[config.mk]
export PLATFORM = sky130hd
export DESIGN_NAME = period_timer
export DESIGN_NICKNAME = d
export VERILOG_FILES = /design/src/timer2_pkg.sv /design/src/postscaler.sv /design/src/period_timer.sv
export VERILOG_INCLUDE_DIRS = /design/src
export SDC_FILE = /design/constraint.sdc
export NUM_CORES = 1
export LEC_CHECK = 0
export ABC_AREA = 1
export BUFFER_PORTS_ARGS = -buffer_cell sky130_fd_sc_hd__buf_2
export CAP_MARGIN = 10
export CORE_MARGIN = 3
export CORE_UTILIZATION = 45
export DETAILED_ROUTE_END_ITERATION = 16
export PLACE_DENSITY = 0.77
export SLEW_MARGIN = 30
export SYNTH_ARGS = -nofsm -noshare
export SYNTH_HDL_FRONTEND = slang
export SYNTH_SLANG_ARGS = --single-unit
[constraint.sdc]
create_clock -name clk -period 1.96 [get_ports clk]
set_input_delay 0.294 -clock clk [delete_from_list [all_inputs] [get_ports clk]]
set_output_delay 0.294 -clock clk [all_outputs]
set_load 0.02 [all_outputs]
[src/timer2_consts.svh]
/*
 * Register map, field positions, reset values and timing counts
 * for the 8-bit period timer. Included by the design modules and the
 * bench; definitions only.
 */
`ifndef TIMER2_CONSTS_SVH
`define TIMER2_CONSTS_SVH

// register offsets on the byte-wide register port
`define ADDR_PERIPHERAL_FLAG 8'h0c
`define ADDR_TIMER2_COUNT 8'h11
`define ADDR_TIMER2_CONTROL 8'h12
`define ADDR_PERIOD_REG 8'h92

// reset values
`define RESET_TIMER2_COUNT 8'h00
`define RESET_TIMER2_CONTROL 7'h00
`define RESET_PERIOD_REG 8'hff

// field positions
`define PRESCALE_LSB 0
`define PRESCALE_MSB 1
`define COUNT_ENABLE_BIT 2
`define POSTSCALE_LSB 3
`define POSTSCALE_MSB 6
`define MATCH_FLAG_BIT 1

// oscillator clocks per instruction cycle
`define OSC_CLK_PER_INSTR 4
`define OSC_FREQ_HZ 50000000

// prescaler terminal counts in instruction cycles
`define PRESCALE_TERM_DIV1 4'h0
`define PRESCALE_TERM_DIV4 4'h3
`define PRESCALE_TERM_DIV16 4'hf

`endif

[src/timer2_pkg.sv]
/*
 * Types shared by the period timer and its postscaler.
 * Assumes timer2_consts.svh is on the include path.
 */
package timer2_pkg;

    // software-visible control fields, bit 7 not held
    typedef struct packed {
        logic [3:0] postscale_select;
        logic count_enable;
        logic [1:0] prescale_select;
    } control_type;

    // one register-port request
    typedef struct packed {
        logic [7:0] addr;
        logic [7:0] wdata;
        logic wr;
        logic rd;
    } bus_req_type;

    // time base handed to the pwm unit
    typedef struct packed {
        logic [7:0] count;
        logic match;
    } time_base_type;

    // whole state of the timer
    typedef struct packed {
        logic [1:0] phase;
        logic [3:0] pre;
        logic [7:0] count;
        control_type control;
        logic [7:0] period;
        logic flag;
        logic match;
        logic post_clear;
        logic [7:0] rd_data;
    } timer_state_type;

    // whole state of the postscaler
    typedef struct packed {
        logic [3:0] cnt;
        logic done;
    } post_state_type;

endpackage : timer2_pkg

[src/postscaler.sv]
/*
 * Match postscaler: divides period-match pulses by select+1.
 * Assumes tick and clear are one-cycle pulses on clk.
 */
`include "timer2_consts.svh"

module postscaler #(
    parameter int WIDTH = 4
) (
    input wire logic clk,
    input wire logic reset_n,
    input wire logic tick,
    input wire logic clear,
    input wire logic [WIDTH-1:0] select,
    output logic done
);
    import timer2_pkg::*;

    typedef struct packed {
        logic [WIDTH-1:0] cnt;
        logic done;
    } scale_state_type;

    scale_state_type q;
    scale_state_type d;

    // clear beats a match in the same cycle
    always_comb begin
        d = q;
        d.done = 1'b0;
        if (clear) begin
            d.cnt = '0;
        end else if (tick) begin
            if (q.cnt == select) begin
                d.cnt = '0;
                d.done = 1'b1;
            end else begin
                d.cnt = q.cnt + 1'b1;
            end
        end
    end

    // state register
    always_ff @(posedge clk or negedge reset_n) begin
        if (!reset_n) begin
            q <= '0;
        end else begin
            q <= d;
        end
    end

    assign done = q.done;

endmodule : postscaler

[src/period_timer.sv]
/*
 * 8-bit period timer with prescaler, period register and match
 * postscaler; exports its count and match pulse as a pwm time
 * base and the match pulse as a serial shift-clock source.
 * Assumes clk is the oscillator, reset_n merges power-on,
 * external pin and watchdog resets, and the register port is
 * driven from logic on clk.
 */
// Chosen here: the plain strobed port.
// Functional notes
// - count advances on instruction clock (osc/4) after divide-by 1, 4 or 16 prescaler
// - prescale ratio set by two lowest bits of timer2_control
// - count runs from 00h to period_reg, then returns to 00h next increment
// - period_reg is read/write and loads all ones on every reset
// - timer2_count is read/write and clears to zero on every reset
// - each match steps a 4-bit postscaler; its completion sets period_match_flag bit 1
// - clearing count_enable (bit 2) stops counting; setting it resumes
// - prescaler and postscaler clear on count write, control write and reset
// - control write keeps the count; only reset, count write or an increment alter it
// - pre-postscaler match pulse goes to the serial port for its shift clock
// - count and match pulse serve as the pwm time base
`include "timer2_consts.svh"

module period_timer (
    input wire logic clk,
    input wire logic reset_n,
    input wire timer2_pkg::bus_req_type bus_req,
    output logic [7:0] rd_data,
    output logic period_match_flag,
    output logic shift_clock_match,
    output timer2_pkg::time_base_type pwm_time_base
);
    import timer2_pkg::*;

    timer_state_type q;
    timer_state_type d;
    logic instr_tick;
    logic [3:0] pre_term;
    logic pre_wrap;
    logic count_tick;
    logic post_done;
    logic wr_count;
    logic wr_control;
    logic wr_period;
    logic wr_flag;
    logic rd_hit;

    // register-port decode
    assign wr_count = bus_req.wr && (bus_req.addr == `ADDR_TIMER2_COUNT);
    assign wr_control = bus_req.wr && (bus_req.addr == `ADDR_TIMER2_CONTROL);
    assign wr_period = bus_req.wr && (bus_req.addr == `ADDR_PERIOD_REG);
    assign wr_flag = bus_req.wr && (bus_req.addr == `ADDR_PERIPHERAL_FLAG);
    assign rd_hit = bus_req.rd;

    // instruction cycle is the last oscillator phase of four
    assign instr_tick = (q.phase == 2'(`OSC_CLK_PER_INSTR - 1));

    // prescaler terminal count from the select field
    always_comb begin
        unique case (q.control.prescale_select)
            2'b00: pre_term = `PRESCALE_TERM_DIV1;
            2'b01: pre_term = `PRESCALE_TERM_DIV4;
            2'b10: pre_term = `PRESCALE_TERM_DIV16;
            2'b11: pre_term = `PRESCALE_TERM_DIV16;
        endcase
    end

    // one count increment per prescaler wrap while enabled
    assign pre_wrap = (q.pre >= pre_term);
    assign count_tick = instr_tick && q.control.count_enable && pre_wrap;

    // match postscaler, cleared on count or control write
    postscaler #(
        .WIDTH(4)
    ) u_postscaler (
        .clk(clk),
        .reset_n(reset_n),
        .tick(q.match),
        .clear(q.post_clear),
        .select(q.control.postscale_select),
        .done(post_done)
    );

    // next-state logic for the whole timer
    always_comb begin
        d = q;
        d.match = 1'b0;
        d.post_clear = 1'b0;
        d.rd_data = 8'h00;
        // free-running oscillator phase counter
        d.phase = q.phase + 2'h1;
        // prescaler advances on instruction cycles while enabled
        if (instr_tick && q.control.count_enable) begin
            if (pre_wrap) begin
                d.pre = 4'h0;
            end else begin
                d.pre = q.pre + 4'h1;
            end
        end
        // count step with wrap at the period value
        if (count_tick) begin
            if (q.count == q.period) begin
                d.count = 8'h00;
                d.match = 1'b1;
            end else begin
                d.count = q.count + 8'h01;
            end
        end
        // software write to the count wins over an increment
        if (wr_count) begin
            d.count = bus_req.wdata;
            d.match = 1'b0;
            d.pre = 4'h0;
            d.post_clear = 1'b1;
        end
        // control write clears the scalers and keeps the count
        if (wr_control) begin
            d.control = control_type'(bus_req.wdata[`POSTSCALE_MSB:`PRESCALE_LSB]);
            d.pre = 4'h0;
            d.post_clear = 1'b1;
        end
        // period register write
        if (wr_period) begin
            d.period = bus_req.wdata;
        end
        // software may write the flag; a postscaler completion wins
        if (wr_flag) begin
            d.flag = bus_req.wdata[`MATCH_FLAG_BIT];
        end
        if (post_done) begin
            d.flag = 1'b1;
        end
        // read data, valid in the cycle after the strobe
        if (rd_hit) begin
            unique case (bus_req.addr)
                `ADDR_TIMER2_COUNT: begin
                    d.rd_data = q.count;
                end
                `ADDR_TIMER2_CONTROL: begin
                    d.rd_data = {1'b0, q.control};
                end
                `ADDR_PERIOD_REG: begin
                    d.rd_data = q.period;
                end
                `ADDR_PERIPHERAL_FLAG: begin
                    d.rd_data = 8'(q.flag) << `MATCH_FLAG_BIT;
                end
                default: begin
                    d.rd_data = 8'h00;
                end
            endcase
        end
    end

    // state register; reset loads documented values
    always_ff @(posedge clk or negedge reset_n) begin
        if (!reset_n) begin
            q.phase <= 2'h0;
            q.pre <= 4'h0;
            q.count <= `RESET_TIMER2_COUNT;
            q.control <= `RESET_TIMER2_CONTROL;
            q.period <= `RESET_PERIOD_REG;
            q.flag <= 1'b0;
            q.match <= 1'b0;
            q.post_clear <= 1'b0;
            q.rd_data <= 8'h00;
        end else begin
            q <= d;
        end
    end

    // outputs, all from flip-flops
    assign rd_data = q.rd_data;
    assign period_match_flag = q.flag;
    assign shift_clock_match = q.match;
    assign pwm_time_base = '{count: q.count, match: q.match};
endmodule : period_timer

# Yosys cells after proc, flatten, opt, wreduce, memory -nomap -nowiden
# Index checks and enable logic that the tools add are counted.
[classes]
n_addsub = 4
magnitude_cmp = 1
eq_ne = 10
mux = 20
n_reduce_logical = 12
[op_table]
columns = ["op", "count"]
rows = [
  ["$pmux W8 S4", 1],
  ["$mux W8", 3],
  ["$mux W4", 5],
  ["$eq A8 B5 Y1 const B", 2],
  ["$mux W12", 1],
  ["$pmux W4 S3", 1],
  ["$add A4 B1 Y4 const B", 2],
  ["$add A8 B1 Y8 const B", 1],
  ["$eq A8 B4 Y1 const B", 1],
  ["$eq A8 B8 Y1", 1],
  ["$eq A8 B8 Y1 const B", 1],
  ["$mux W1", 7],
  ["$eq A2 B2 Y1 const B", 3],
  ["$logic_and A1 B1 Y1", 6],
  ["$reduce_bool A2 Y1", 3],
  ["$mux W5", 1],
  ["$eq A4 B4 Y1", 1],
  ["$ge A4 B4 Y1", 1],
  ["$reduce_bool A3 Y1", 1],
  ["$add A2 B1 Y2 const B", 1],
  ["$eq A2 B1 Y1 const B", 1],
  ["$logic_not A2 Y1", 1],
  ["$mux W2", 1],
  ["$reduce_or A2 Y1", 1],
]
[totals]
reg_bits = 45
inputBits = 20
output_inout_bits = 19
elab_cells = 60

# Longest topological paths before layout
[logic_depth]
ltp_word = 8
ltp_mapped = 13
depth_no_buf = 13

# By module
# Synthesis repeated with hierarchy kept, for this count alone.
[unflattened]
cells_unflattened = 368
hier_area_um2 = 2758.9
[modules_own_cells]
columns = ["module", "instances", "cells_per_inst", "area_each_um2", "seq_area_each_um2"]
rows = [
  ["period_timer", 1, 317, 2431.1, 1011.0],
  ["postscaler", 1, 51, 327.8, 125.1],
]

# Least setup slack after synthesis
# No wires, ideal clock.
[synth_timing]
kind = "reg2reg"
from = "reg q[20] in the netlist's numbering"
to = "reg q, in the netlist pwm_time_base[1]"
setup_time_ps = 125
arrival_ps = 1463
required_ps = 1835
path_slack_ps = 372
path_stages_with_launch = 11
path_buffers = 0
synth_period_minus_slack_ps = 1588
path_cell_list = "dfrtp_1 nor2_1 inv_1 ha_1 nand4_1 nand3_1 nand2_1 nand2_1 inv_1 nand2_1 nand3_1"
[synth_between]
elab_chain_len = 6
word_cells_on_any_way = 9
classes_between = "order compare (1); eq/ne (3); mux (1); reduce/logical (4)"
[synth_lines]
columns = ["item", "line", "text"]
rows = [
  ["start: declaration", "period_timer.sv:35", "timer_state_type q;"],
  ["$eq A2 B2 Y1", "period_timer.sv:60", "unique case (q.control.prescale_select)"],
  ["$reduce_or A2 Y1 (no source line)", "-", ""],
  ["$pmux W4 S3 *", "period_timer.sv:60", ""],
  ["$ge A4 B4 Y1 *", "period_timer.sv:69", "assign pre_wrap = (q.pre >= pre_term);"],
  ["$logic_and A1 B1 Y1 *", "period_timer.sv:70", "assign count_tick = instr_tick && q.control.count_enable && pre_wrap;"],
  ["$reduce_bool A2 Y1 (no source line) *", "-", ""],
]
# Every way passes the cells marked *; elsewhere a longest branch is shown, timed or not.
# A chain may end at the register's enable or synchronous reset.

# Worst setup path in the final report
# Same ends and word-level chain as after synthesis.

==> results.toml <==
[run_status]
status = "completed"

[setup_path]
worstPathMaxFanout = 7
worstSetupPathType = "reg -> reg"
arrival_ns = 2.01
critPathRequiredTime_ns = 2.21
critPathCaptureType = "register"
start_kind = "register"
r2r_cells = 10

[yosys]
yosys_most_used_dff = "dfrtp_1"
synth_edf_count = 0
ys_warn_count = 0
ys_seq_elements = 45
yosysTopAreaCell = "dfrtp_1"
synth_area_sq_um = 2780
synthArstFlopShare_pct = 100
yosysSeqAreaShare_pct = 40.9
syn_inst = 367
synthTopCellsByArea = "dfrtp_1 (33%), nand2_1 (15%), dfstp_2 (7.6%)"
ys_top_cells_by_count = "nand2_1 (111), inv_1 (53), dfrtp_1 (37), nand3_1 (29), nor2_1 (25)"
syn_area_per_cell_sq_um = 7.58
synth_top_area_share_pct = 33.3
synth_cell_type_count = 36
synth.most_common_cell = "nand2_1"
syn_nets = 395

[cts]
cts.sinks = 45
cts_buffers = 5
clkTransAtPathRegs_ns = 0.09
clockBufferDepth = 2
insertion_delay_ns = 0.31
tritoncts = "built"
htreeDepth = 2
clockRootBuffer = "clkbuf_8"

[cells_and_area]
syn_to_final_growth_pct = 8.28
drive_gt1_share_pct = 19.6
final_core_util_pct = 50.5
final-seq-area_sq_um = 1140
n_antenna_cell = 0
nets = 420
multi_input_area_sq_um = 1260
fillers = 602

[hold_path]
hp-class = "in -> reg"
whs_path_depth = 3

[timing]
relSlewSlack_pct = 66.0
finalMaxSlewViolations = 0
worstMarginPinSlew_ns = 0.510
timing.final.crit_share_pct = 90.0
setup-violations-final = 0
fin_skew_ns = 0.00891
tns_ns = 0
rsz0062_at_grt = "false"
finalHoldViolations = 0
period_needed_ns = 1.76
fmax_mhz = 567

[placement]
place.port_buffers = 38
gp_congestion = 0.895
place_hpwl_mm = 4.85

[route]
wl_per_cell_microns = 13.5
first_pass_iters = 4
drt_iter0_markers = 137
drc = 0
routed_via_density = 4.91
wl_mm = 6.30
drtAntennaViolNets = 0
vias = 2297

[global_route]
grt_overflow = 0
grt_pass1_wl_mm = 10.6
grt_pass1_vias = 2287
grt_max_degree = 26
grt_antenna_before_repair = 0
grt_usage_pct = 18.8

[flow_run]
cap_violations = 0

[die]
die_x_microns = 84.6
dieArea_sq_um = 7160
num_rows = 28
chipHeight_microns = 84.6
start_util_pct = 46.7
coreArea_sq_um = 5960
pin_count = 39

[power]
vdd_drop_max_v = 0.000309
p_leak_nw = 1.67
power_density_nw_per_um2 = 616
## registers in the layout (all words and copies together) (netlist names)
signal,count
rd_data,8
q,22
shift_clock_match,1
period_match_flag,1
u_postscaler.q,4
pwm_time_base,8
u_postscaler.done,1
## stage by stage
step,cells,instance area (sq um),power [mW],worst slack [ns],hold slack [ns]
CTS,468,3000,1.87,0.105,0.204
global route,468,3010,1.95,0.0323,0.212
detailed placement,459,2900,1.27,0.112,0.285
global placement,459,2900,1.26,0.241,0.278
floorplan,367,2780,1.18,0.372,-0.00159
finish,468,3010,1.85,0.195,0.212
## final cells by class
class                      count  share of cell area, %
multi-input combinational    244                   41.9
inverter                      56                   6.98
clock buffer                   5                   2.29
timing repair buffer          40                   7.32
clock inverter                 3                  0.707
sequential                    45                   37.7
tap                           75                   3.12
## cells in the final DEF, fill, tap and decap left out, types with 5 or more instances in the layout
cell type / n
ha_1: 8
nor2_1: 25
nand3_1: 28
buf_2: 38
nand4_1: 6
nand2_1: 110
dfrtp_1: 37
clkbuf_8: 5
inv_1: 53
dfstp_2: 8
xnor2_1: 9
nand2_2: 5
o211ai_1: 6
o21ai_0: 16
## report_power, final
group	internal, mW	leakage [nW]	switching [mW]
Clock	0.253	0.0445	0.346
Sequential	0.975	0.579	0.0430
Combinational	0.0880	1.05	0.148
## metal layers
layer / up-vias / global-route usage [%] / routed length, microns
li1: 1176 / - / -
met1: 1042 / 22.4 / 2660
met2: 63 / 32.5 / 3080
met3: 16 / 3.83 / 371
met4: 0 / 8.35 / 183
met5: - / 0 / 0
## final timing paths
| check | start | endpoint | slack (ns) |
|---|---|---|---|
| max reg2reg | q[20] | pwm_time_base[1] | 0.20 |
| min reg2reg | q[38] | q[38] | 0.44 |
| min in group asynchronous | reset_n | u_postscaler.q[3] | 0.47 |
| max in group asynchronous | reset_n | q[13] | 0.89 |
| min | bus_req[9] | q[18] | 0.21 |
| max | q[20] | pwm_time_base[1] | 0.20 |
## worst max-delay path, cell delays in order (launching register included)
cell     delay [ns]
dfrtp_1        0.40
nor2_1         0.17
inv_1          0.07
ha_1           0.28
nand4_1        0.13
nand3_2        0.17
nand2_2        0.13
nand2_1        0.09
inv_1          0.13
nand2_1        0.06
nand3_1        0.08
## timing repair
action | CTS | global route
setup endpoints to repair | 0 | 7
buffers inserted | 0 | 0
gates resized for setup | 0 | 2
endpoints found under the hold margin | 16 | 0
hold buffers | 1 | 0
## kinds of logic (layout without fill, tap and decap cells)
| family | count (synthesis) | after routing | synth area share [%] |
|---|---|---|---|
| and+or+nand+nor | 190 | 190 | 30.4 |
| adders and majority gates | 8 | 8 | 3.60 |
| xor gates and xnor gates | 13 | 13 | 4.10 |
| buffers and inverters | 78 | 104 | 14.1 |
| AOI/OAI and AO/OA | 33 | 33 | 6.98 |
| DFF | 45 | 45 | 40.9 |
Power figures use the tool's default switching activity.
